===== src/design/gsp_pkg.sv =====
// package: register map, reset values, fields and types of the gpio port
//----------------------------------------------------------------------
//----------------------------------------------------------------------
package gsp_pkg;

	localparam int unsigned NPINS = 16;

	// register addresses on the configuration bus
	localparam logic [31:0] ADDR_PIN_ENABLE = 32'h01b00000;
	localparam logic [31:0] ADDR_PIN_DIRECTION = 32'h01b00004;
	localparam logic [31:0] ADDR_PIN_VALUE = 32'h01b00008;
	localparam logic [31:0] ADDR_RISE_FLAGS = 32'h01b00010;
	localparam logic [31:0] ADDR_RISE_MASK = 32'h01b00014;
	localparam logic [31:0] ADDR_FALL_FLAGS = 32'h01b00018;
	localparam logic [31:0] ADDR_FALL_MASK = 32'h01b0001c;
	localparam logic [31:0] ADDR_GLOBAL_CTRL = 32'h01b00020;
	localparam logic [31:0] ADDR_POLARITY = 32'h01b00024;

	// reset values
	localparam logic [15:0] RST_PIN_ENABLE = 16'h0000;
	localparam logic [15:0] RST_PIN_DIRECTION = 16'h0000;
	localparam logic [15:0] RST_PIN_VALUE = 16'h0000;
	localparam logic [15:0] RST_MASK = 16'h0000;
	localparam logic [1:0] RST_GLOBAL_CTRL = 2'h0;
	localparam logic RST_POLARITY = 1'b0;

	// global control fields
	localparam int unsigned GC_LOGIC_BIT = 0; // 0 edge mode, 1 level logic
	localparam int unsigned GC_AND_BIT = 1; // logic mode: 0 or, 1 and
	localparam int unsigned POL_INVERT_BIT = 0;

	// timing: outside hold times in cpu periods, our clock period
	localparam int unsigned CLK_PERIOD_NS = 10;
	localparam int unsigned EVT_HOLD_PERIODS = 8;
	localparam int unsigned POLL_HOLD_PERIODS = 12;
	localparam int unsigned SYNC_STAGES = 2;

	typedef struct packed
	{
		logic        wr;
		logic [31:0] addr;
		logic [31:0] wdata;
	} gsp_cfg_req_s;

endpackage


===== src/design/gsp_port.sv =====
// module: sixteen-pin general-purpose port with configuration bus slave
`timescale 1ns/10ps
module gsp_port
#(
	parameter int unsigned W = 16
)
(
	// clock, reset, enable
	input  wire logic                 clk_sys,
	input  wire logic                 nrst,
	input  wire logic                 ce,
	// configuration bus
	input  wire logic                 cfg_valid,
	input  wire gsp_pkg::gsp_cfg_req_s cfg_req,
	output logic                      cfg_ack,
	output logic [31:0]               cfg_rdata,
	// port pins
	input  wire logic [W-1:0]         port_pins_in,
	output logic      [W-1:0]         port_pins_out,
	output logic      [W-1:0]         port_pins_oe,
	// requests
	output logic                      cpu_irq,
	output logic                      dma_event
);
	import gsp_pkg::*;

	logic [W-1:0] pin_enable;
	logic [W-1:0] pin_direction;
	logic [W-1:0] pin_value;
	logic [W-1:0] rising_transition_mask;
	logic [W-1:0] falling_transition_mask;
	logic [1:0]   port_global_control;
	logic         interrupt_polarity;
	logic [W-1:0] rising_transition_flags;
	logic [W-1:0] falling_transition_flags;
	logic [W-1:0] port_input_level;
	logic [W-1:0] drive_sel;
	logic [W-1:0] read_value;
	logic [W-1:0] rise_clr;
	logic [W-1:0] fall_clr;
	logic [31:0]  next_rdata;
	logic         wr_go;
	logic         evt;
	logic         evt_d;

	//----------------------------------------------------------------
	// pin input path
	//----------------------------------------------------------------

	// the outside must hold a level long enough to cross two stages
	gsp_sync #(.W(W)) u_sync
	(
		.clk_sys  (clk_sys),
		.nrst     (nrst),
		.ce       (ce),
		.async_in (port_pins_in),
		.sync_out (port_input_level)
	);

	// a pin is driven only when enabled and set to output
	assign drive_sel = pin_enable & pin_direction;
	// inputs and disabled pins read the live level, enabled outputs read back the written value
	assign read_value = (drive_sel & pin_value)
		| (~drive_sel & port_input_level);

	//----------------------------------------------------------------
	// register writes
	//----------------------------------------------------------------

	assign wr_go = ce && cfg_valid && cfg_req.wr;

	// control registers; direction resets to all inputs
	always_ff @(posedge clk_sys or negedge nrst)
	begin
		if (!nrst)
		begin
			pin_enable <= RST_PIN_ENABLE;
			pin_direction <= RST_PIN_DIRECTION;
			pin_value <= RST_PIN_VALUE;
		end
		else if (wr_go)
		begin
			case (cfg_req.addr)
				ADDR_PIN_ENABLE: pin_enable <= cfg_req.wdata[W-1:0];
				ADDR_PIN_DIRECTION: pin_direction <= cfg_req.wdata[W-1:0];
				ADDR_PIN_VALUE: pin_value <= cfg_req.wdata[W-1:0];
				default: ;
			endcase
		end
	end

	// masks and mode selection
	always_ff @(posedge clk_sys or negedge nrst)
	begin
		if (!nrst)
		begin
			rising_transition_mask <= RST_MASK;
			falling_transition_mask <= RST_MASK;
			port_global_control <= RST_GLOBAL_CTRL;
			interrupt_polarity <= RST_POLARITY;
		end
		else if (wr_go)
		begin
			case (cfg_req.addr)
				ADDR_RISE_MASK: rising_transition_mask <= cfg_req.wdata[W-1:0];
				ADDR_FALL_MASK: falling_transition_mask <= cfg_req.wdata[W-1:0];
				ADDR_GLOBAL_CTRL: port_global_control <= cfg_req.wdata[1:0];
				ADDR_POLARITY:
					interrupt_polarity <= cfg_req.wdata[POL_INVERT_BIT];
				default: ;
			endcase
		end
	end

	// writing a one clears a flag bit
	assign rise_clr = (wr_go && cfg_req.addr == ADDR_RISE_FLAGS)
		? cfg_req.wdata[W-1:0] : '0;
	assign fall_clr = (wr_go && cfg_req.addr == ADDR_FALL_FLAGS)
		? cfg_req.wdata[W-1:0] : '0;

	//----------------------------------------------------------------
	// transition detection and request generation
	//----------------------------------------------------------------

	// only enabled pins are watched for edges
	gsp_event #(.W(W)) u_event
	(
		.clk_sys    (clk_sys),
		.nrst       (nrst),
		.ce         (ce),
		.lvl        (port_input_level),
		.watch      (pin_enable),
		.rise_clr   (rise_clr),
		.fall_clr   (fall_clr),
		.rise_mask  (rising_transition_mask),
		.fall_mask  (falling_transition_mask),
		.gctrl      (port_global_control),
		.invert     (interrupt_polarity),
		.rise_flags (rising_transition_flags),
		.fall_flags (falling_transition_flags),
		.evt        (evt)
	);

	// interrupt is a level, dma request a pulse on each new event
	always_ff @(posedge clk_sys or negedge nrst)
	begin
		if (!nrst)
		begin
			evt_d <= 1'b0;
			cpu_irq <= 1'b0;
			dma_event <= 1'b0;
		end
		else if (ce)
		begin
			evt_d <= evt;
			cpu_irq <= evt;
			dma_event <= evt && !evt_d;
		end
	end

	//----------------------------------------------------------------
	// pin drivers
	//----------------------------------------------------------------

	// registered so the pads see clean edges; costs one cycle
	always_ff @(posedge clk_sys or negedge nrst)
	begin
		if (!nrst)
		begin
			port_pins_oe <= '0;
			port_pins_out <= '0;
		end
		else if (ce)
		begin
			port_pins_oe <= drive_sel;
			port_pins_out <= pin_value & drive_sel;
		end
	end

	//----------------------------------------------------------------
	// register reads
	//----------------------------------------------------------------

	// unmapped addresses read zero; bits above the port read zero
	always_comb
	begin
		next_rdata = 32'h00000000;
		case (cfg_req.addr)
			ADDR_PIN_ENABLE: next_rdata[W-1:0] = pin_enable;
			ADDR_PIN_DIRECTION: next_rdata[W-1:0] = pin_direction;
			ADDR_PIN_VALUE: next_rdata[W-1:0] = read_value;
			ADDR_RISE_FLAGS: next_rdata[W-1:0] = rising_transition_flags;
			ADDR_RISE_MASK: next_rdata[W-1:0] = rising_transition_mask;
			ADDR_FALL_FLAGS: next_rdata[W-1:0] = falling_transition_flags;
			ADDR_FALL_MASK: next_rdata[W-1:0] = falling_transition_mask;
			ADDR_GLOBAL_CTRL: next_rdata[1:0] = port_global_control;
			ADDR_POLARITY: next_rdata[POL_INVERT_BIT] = interrupt_polarity;
			default: next_rdata = 32'h00000000;
		endcase
	end

	// one answer per request, one cycle later
	always_ff @(posedge clk_sys or negedge nrst)
	begin
		if (!nrst)
		begin
			cfg_ack <= 1'b0;
			cfg_rdata <= 32'h00000000;
		end
		else if (ce)
		begin
			cfg_ack <= cfg_valid;
			cfg_rdata <= (cfg_valid && !cfg_req.wr) ? next_rdata : 32'h0;
		end
	end
endmodule


===== src/design/gsp_sync.sv =====
// module: two-stage synchroniser for the port pin inputs
`timescale 1ns/10ps
module gsp_sync
#(
	parameter int unsigned W = 16
)
(
	// clock and reset
	input  wire logic         clk_sys,
	input  wire logic         nrst,
	input  wire logic         ce,
	// levels
	input  wire logic [W-1:0] async_in,
	output logic      [W-1:0] sync_out
);
	import gsp_pkg::*;

	logic [W-1:0] meta;

	// first stage is read only by the second stage
	always_ff @(posedge clk_sys or negedge nrst)
	begin
		if (!nrst)
		begin
			meta <= '0;
			sync_out <= '0;
		end
		else if (ce)
		begin
			meta <= async_in;
			sync_out <= meta;
		end
	end
endmodule


===== src/design/gsp_event.sv =====
// module: transition flags, masks and interrupt/event mode logic
`timescale 1ns/10ps
module gsp_event
#(
	parameter int unsigned W = 16
)
(
	// clock and reset
	input  wire logic         clk_sys,
	input  wire logic         nrst,
	input  wire logic         ce,
	// synchronised levels and pin qualifier
	input  wire logic [W-1:0] lvl,
	input  wire logic [W-1:0] watch,
	// software controls
	input  wire logic [W-1:0] rise_clr,
	input  wire logic [W-1:0] fall_clr,
	input  wire logic [W-1:0] rise_mask,
	input  wire logic [W-1:0] fall_mask,
	input  wire logic [1:0]   gctrl,
	input  wire logic         invert,
	// results
	output logic      [W-1:0] rise_flags,
	output logic      [W-1:0] fall_flags,
	output logic              evt
);
	import gsp_pkg::*;

	logic [W-1:0] lvl_d;
	logic [W-1:0] rise_hit;
	logic [W-1:0] fall_hit;
	logic [W-1:0] sel;
	logic [W-1:0] act;
	logic         raw;

	assign rise_hit = lvl & ~lvl_d & watch;
	assign fall_hit = ~lvl & lvl_d & watch;

	// previous level for edge detection
	always_ff @(posedge clk_sys or negedge nrst)
	begin
		if (!nrst)
			lvl_d <= '0;
		else if (ce)
			lvl_d <= lvl;
	end

	// sticky flags; a new edge wins over a clear in the same cycle
	always_ff @(posedge clk_sys or negedge nrst)
	begin
		if (!nrst)
		begin
			rise_flags <= '0;
			fall_flags <= '0;
		end
		else if (ce)
		begin
			rise_flags <= (rise_flags & ~rise_clr) | rise_hit;
			fall_flags <= (fall_flags & ~fall_clr) | fall_hit;
		end
	end

	// mode select: masked edge flags, or and/or over masked levels
	always_comb
	begin
		sel = rise_mask | fall_mask;
		act = (lvl & rise_mask) | (~lvl & fall_mask);
		if (!gctrl[GC_LOGIC_BIT])
			raw = |((rise_flags & rise_mask) | (fall_flags & fall_mask));
		else if (gctrl[GC_AND_BIT])
			raw = (|sel) && (&(act | ~sel));
		else
			raw = |act;
		evt = raw ^ invert;
	end
endmodule


===== config.mk =====
export PLATFORM = sky130hd
export DESIGN_NAME = gsp_port
export DESIGN_NICKNAME = d
export VERILOG_FILES = /design/src/design/gsp_pkg.sv /design/src/design/gsp_port.sv /design/src/design/gsp_sync.sv /design/src/design/gsp_event.sv
export SDC_FILE = /design/constraint.sdc
export NUM_CORES = 1
export LEC_CHECK = 0
export ABC_AREA = 1
export BUFFER_PORTS_ARGS = -buffer_cell sky130_fd_sc_hd__buf_2
export CAP_MARGIN = 20
export CORE_MARGIN = 2
export CORE_UTILIZATION = 45
export DETAILED_ROUTE_END_ITERATION = 16
export PLACE_DENSITY = 0.7
export SLEW_MARGIN = 20
export SYNTH_ARGS = -nofsm -noshare
export SYNTH_HDL_FRONTEND = slang
export SYNTH_SLANG_ARGS = --single-unit

===== constraint.sdc =====
create_clock -name clk_sys -period 3.7 [get_ports clk_sys]
set_input_delay 0.74 -clock clk_sys [delete_from_list [all_inputs] [get_ports clk_sys]]
set_output_delay 0.74 -clock clk_sys [all_outputs]
set_load 0.05 [all_outputs]

======== Word-level counts from Yosys, hierarchy flattened ========
Index checks and enable logic that the tools add are counted.
word-level totals
  register bits after elaboration ......... 230
  bits of input ports ..................... 85
  output and inout port bits .............. 67
  word-level logic and storage cells ...... 82
cells by class
  eq/ne operators ......................... 9
  muxes and demuxes ....................... 8
  bitwise gates (word level) .............. 27
  reductions and logical operators ........ 20
operators with widths
  operator                                                           number
  32-bit by 25-bit == test with 1-bit output, second input constant  9
  16-bit AND                                                         13
  16-bit OR                                                          7
  14-bit case mux with 7 select lines                                1
  16-bit inverter                                                    6
  16-bit 2-to-1 mux                                                  3
  16-bit OR reduction                                                3
  16-bit AND reduction                                               1
  2-bit AND reduction                                                7
  1-bit case mux with 9 select lines                                 1
  1-bit case mux with 8 select lines                                 1
  1-bit logical AND                                                  7
  1-bit logical NOT                                                  2
  1-bit 2-to-1 mux                                                   2
  1-bit bitwise XOR                                                  1

======== Logic depth before layout (Yosys ltp) ========
  depth in word-level cells ............... 10
  depth in mapped cells ................... 14
  depth with buffers taken out ............ 13

======== Modules after synthesis ========
Synthesis repeated with hierarchy kept, for this count alone.
second synthesis, totals
  cells, all modules ...................... 1490
  area, all modules ....................... 11073.1 um^2
by module, submodules not included
  module     times used  cells an instance  area each (um^2)  seq. area each (um^2)
  gsp_port   1           935                6932.9            3353.2
  gsp_event  1           419                2845.2            1201.2
  gsp_sync   1           136                1295.0            800.8

======== Least setup slack after synthesis ========
Ideal clock, no wire load.
  path type ............................... input port to flip-flop
  start ................................... input port cfg_req[43] (netlist name)
  end ..................................... register u_event.rise_flags[10]
  setup time .............................. 0.128 ns
  arrival time ............................ 1.987 ns
  data required time ...................... 3.572 ns
  slack ................................... 1.585 ns
  cell stages on the path ................. 7
  path buffers ............................ 1
  cells stage by stage .................... nor2_1 -> nand4_4 -> nor3b_4 -> nand3_2 -> clkbuf_1 -> o21ai_0 -> o31ai_1
between the ends
  cells in the longest elaborated chain, start to end .. 6
RTL lines
  what                                        line             RTL
  start, declared                             gsp_port.sv:14   input wire gsp_pkg::gsp_cfg_req_s cfg_req,
  32-bit by 25-bit == test with 1-bit output  gsp_port.sv:116  assign rise_clr = (wr_go && cfg_req.addr == ADDR_RISE_FLAGS)
  1-bit logical AND                           gsp_port.sv:116
  16-bit 2-to-1 mux                           gsp_port.sv:117  ? cfg_req.wdata[W-1:0] : '0;
  16-bit inverter                             gsp_event.sv:58  rise_flags <= (rise_flags & ~rise_clr) | rise_hit;
  16-bit AND                                  gsp_event.sv:58
  16-bit OR                                   gsp_event.sv:58
  end signal, assigned                        gsp_event.sv:58
  end, declared                               gsp_event.sv:23  output logic [W-1:0] rise_flags,
No other way between the ends.
A chain may end at the register's enable or synchronous reset.

======== Worst setup path after layout ========
  start ................................... input port cfg_req[57] (netlist name)
  end ..................................... register pin_enable[14]
between the ends
  cells in the longest elaborated chain, start to end .. 2
RTL lines
  what                                        line            RTL
  32-bit by 25-bit == test with 1-bit output  gsp_port.sv:83  case (cfg_req.addr)
  2-bit AND reduction (no line)               n/a
  end signal, assigned                        gsp_port.sv:84  ADDR_PIN_ENABLE: pin_enable <= cfg_req.wdata[W-1:0];
  end, declared                               gsp_port.sv:27  logic [W-1:0] pin_enable;
No other way between the ends.

==> impl_metrics.ini <==
[status]
status = complete, no violations

[yosys]
ys_ff_latch = 214
synth-edff-count = 0
syn_inst = 1329
synth_flop_cell = dfrtp_1
yosysTopAreaCellShare_pct = 52.1
synth.cell_area_sq_um = 10300
async_flop_share_pct = 100
seq_area_frac_synth_pct = 52.1
netlist.top_cell.by_area = dfrtp_1
synth_cell_types = 27
synthTopCellsByArea = dfrtp_1 52%, nand2_1 16%, o21ai_0 10%
ys_warn_count = 0
avgSynthCellArea_sq_um = 7.74

[detailed_routing]
vias_per_cell = 5.37
dr.pass1.iters = 5
post-route-drc-count = 0
ant_nets = 0
vias = 9354
detail_route.wl_per_cell_um = 17.4
drt_iter0_drc = 817
finalWirelength_mm = 30.3

[finish]
areaGrowthSynthToFinish_pct = 16.1
postLayoutCellArea_sq_um = 11900
most-common-layout-cells = 449 x nand2_1, 214 x o21ai_0, 214 x dfrtp_1, 117 x buf_2, 115 x inv_1
fin_nets = 1528
diodes = 0
layout_commonest_cell = nand2_1
final_util_pct = 53.0
drive_above_1_share_pct = 13.3

[timing]
fin_crit_sh_pct = 71.1
final_max_slew_viol_count = 0
worst_slew_pin_slew_ns = 0.714
setup-tns-final_ns = 0
period_needed_ns = 2.63
slew_headroom_pct = 52.4
skew_ns = 0.0113
hold_viol = 0
setup_viol = 0
rsz0062_at_grt = no
max_freq_mhz = 380

[critical_path]
path_cells = buf_2 > inv_1 > nand2_1 > nor3_1 > nand3_1 > nor2_4 > nand2_1 > nor2_2 > buf_4 > o21ai_0
max_stage_delay_ns = 0.55
cp.buffers_inverters = 3
crit_fanout = 27
crit_arrival_ns = 3.01
cp-end-kind = flop
start_kind = input port
crit_top_cell = nand2_1
crit_slowest_cell = nor2_4
cp.required_ns = 4.08
critPathTopFamily = simple AND/OR/NAND/NOR gates
path_class = input port to flop

[clock_network]
htreeDepth = 1
cts_made_buffers = 23
ctsResizeCount = 0
cts_setup_buffers = 0
cts_tree = built
numClockSinks = 214
clk_path_buf_depth = 3
root_buffer = clkbuf_16
clk_latency_ns = 0.52
hold_buffers = 0
cts.clk_slew.worst_paths_ns = 0.06

[power]
p_per_area_nw_per_um2 = 422
total_leakage_power_nw = 6.12
ir_worst_vdd_uv = 309

[die]
die_x_um = 155
die_h_um = 155
initial_core_util_pct = 45.7
dieArea_sq_um = 24100
ios = 152
coreArea_sq_um = 22500
rows = 55

[placed_design]
gp_congestion = 0.970
dpl.hpwl_mm = 21.3
dpl_cell_area_sq_um = 11200
portBuffers = 119

[global_routing]
grt_usage_pct = 25.3
grt_pass1_vias = 8854
grt_overflow_total = 0
grt_max_degree = 82
antenna_found_initial = 0
grt_pass1_wl_mm = 47.6

[job]
cap_violations = 0

[hold_path]
hold_path.class = input port to async pin
## path summary, 6_finish.rpt
kind	startpoint	to	slack [ns]	cells after the start
setup / recovery	cfg_req[57]	pin_enable[14]	1.07	10
hold / removal	nrst	pin_direction[0]	0.26	1
hold reg to reg	u_event.lvl_d[9]	u_event.rise_flags[9]	0.45	1
max in group asynchronous	nrst	u_event.lvl_d[3]	2.60	2
setup reg to reg	falling_transition_mask[8]	evt_d	1.79	12
min in group clk_sys	port_pins_in[5]	u_sync.meta[5]	0.42	3
## Yosys cell counts (all sizes together) (2+ instances only)
| library cell | count |
|---|---|
| nand2 | 449 |
| o21ai | 220 |
| dfrtp | 214 |
| inv | 115 |
| nand3 | 101 |
| nor2 | 98 |
| buf | 35 |
| clkbuf | 35 |
| o31ai | 16 |
| o41ai | 16 |
| nand4 | 10 |
| nand3b | 4 |
| nor3 | 4 |
| nor3b | 4 |
| or2 | 3 |
| and2 | 2 |
## routing by layer
metal	up-vias	part of all wire (%)	global-route usage (%)	wire, um
li1	4508	-	-	-
met1	4409	42	33.1	12700
met2	354	47	41.8	14200
met3	83	6.5	4.01	1950
met4	0	4.7	11.4	1430
met5	-	0	0	0
## where the power goes
| group | switching [W] | total [W] | internal (W) | leakage [nW] |
|---|---|---|---|---|
| clock network | 0.000945 | 0.00227 | 0.00133 | 0.370 |
| registers | 0.0000475 | 0.00245 | 0.00240 | 2.66 |
| logic | 0.000232 | 0.000307 | 0.0000745 | 3.09 |
## through the flow
stage               hold WS (ns)  cells  setup WS, ns  total power, W
floorplan                  0.429   1344          1.59         0.00265
global placement           0.433   1703         0.674         0.00279
detailed placement         0.445   1703         0.618         0.00280
CTS                        0.286   1743          1.15         0.00504
global route               0.316   1743         0.933         0.00519
finish                     0.263   1743          1.07         0.00503
## final cells by class
| type | count | area [sq um] |
|---|---|---|
| clock inverters | 7 | 63.8 |
| fillers | 2154 | 10600 |
| well taps | 285 | 357 |
| repair buffers | 144 | 832 |
| inverters | 116 | 437 |
| flip-flops and latches | 214 | 5360 |
| clock buffers | 33 | 673 |
| multi-input cells | 944 | 4220 |
## logic make-up (layout without fill, tap and decap cells)
kind of cell / after synthesis / after routing / share of synthesized area [%]
compound gates: 253 / 253 / 13.3
buf+inv: 186 / 300 / 7.54
flops: 214 / 214 / 52.1
other cells: 1 / 16 / 0.0365
simple gates: 675 / 675 / 27.1
Power figures use the tool's default switching activity.
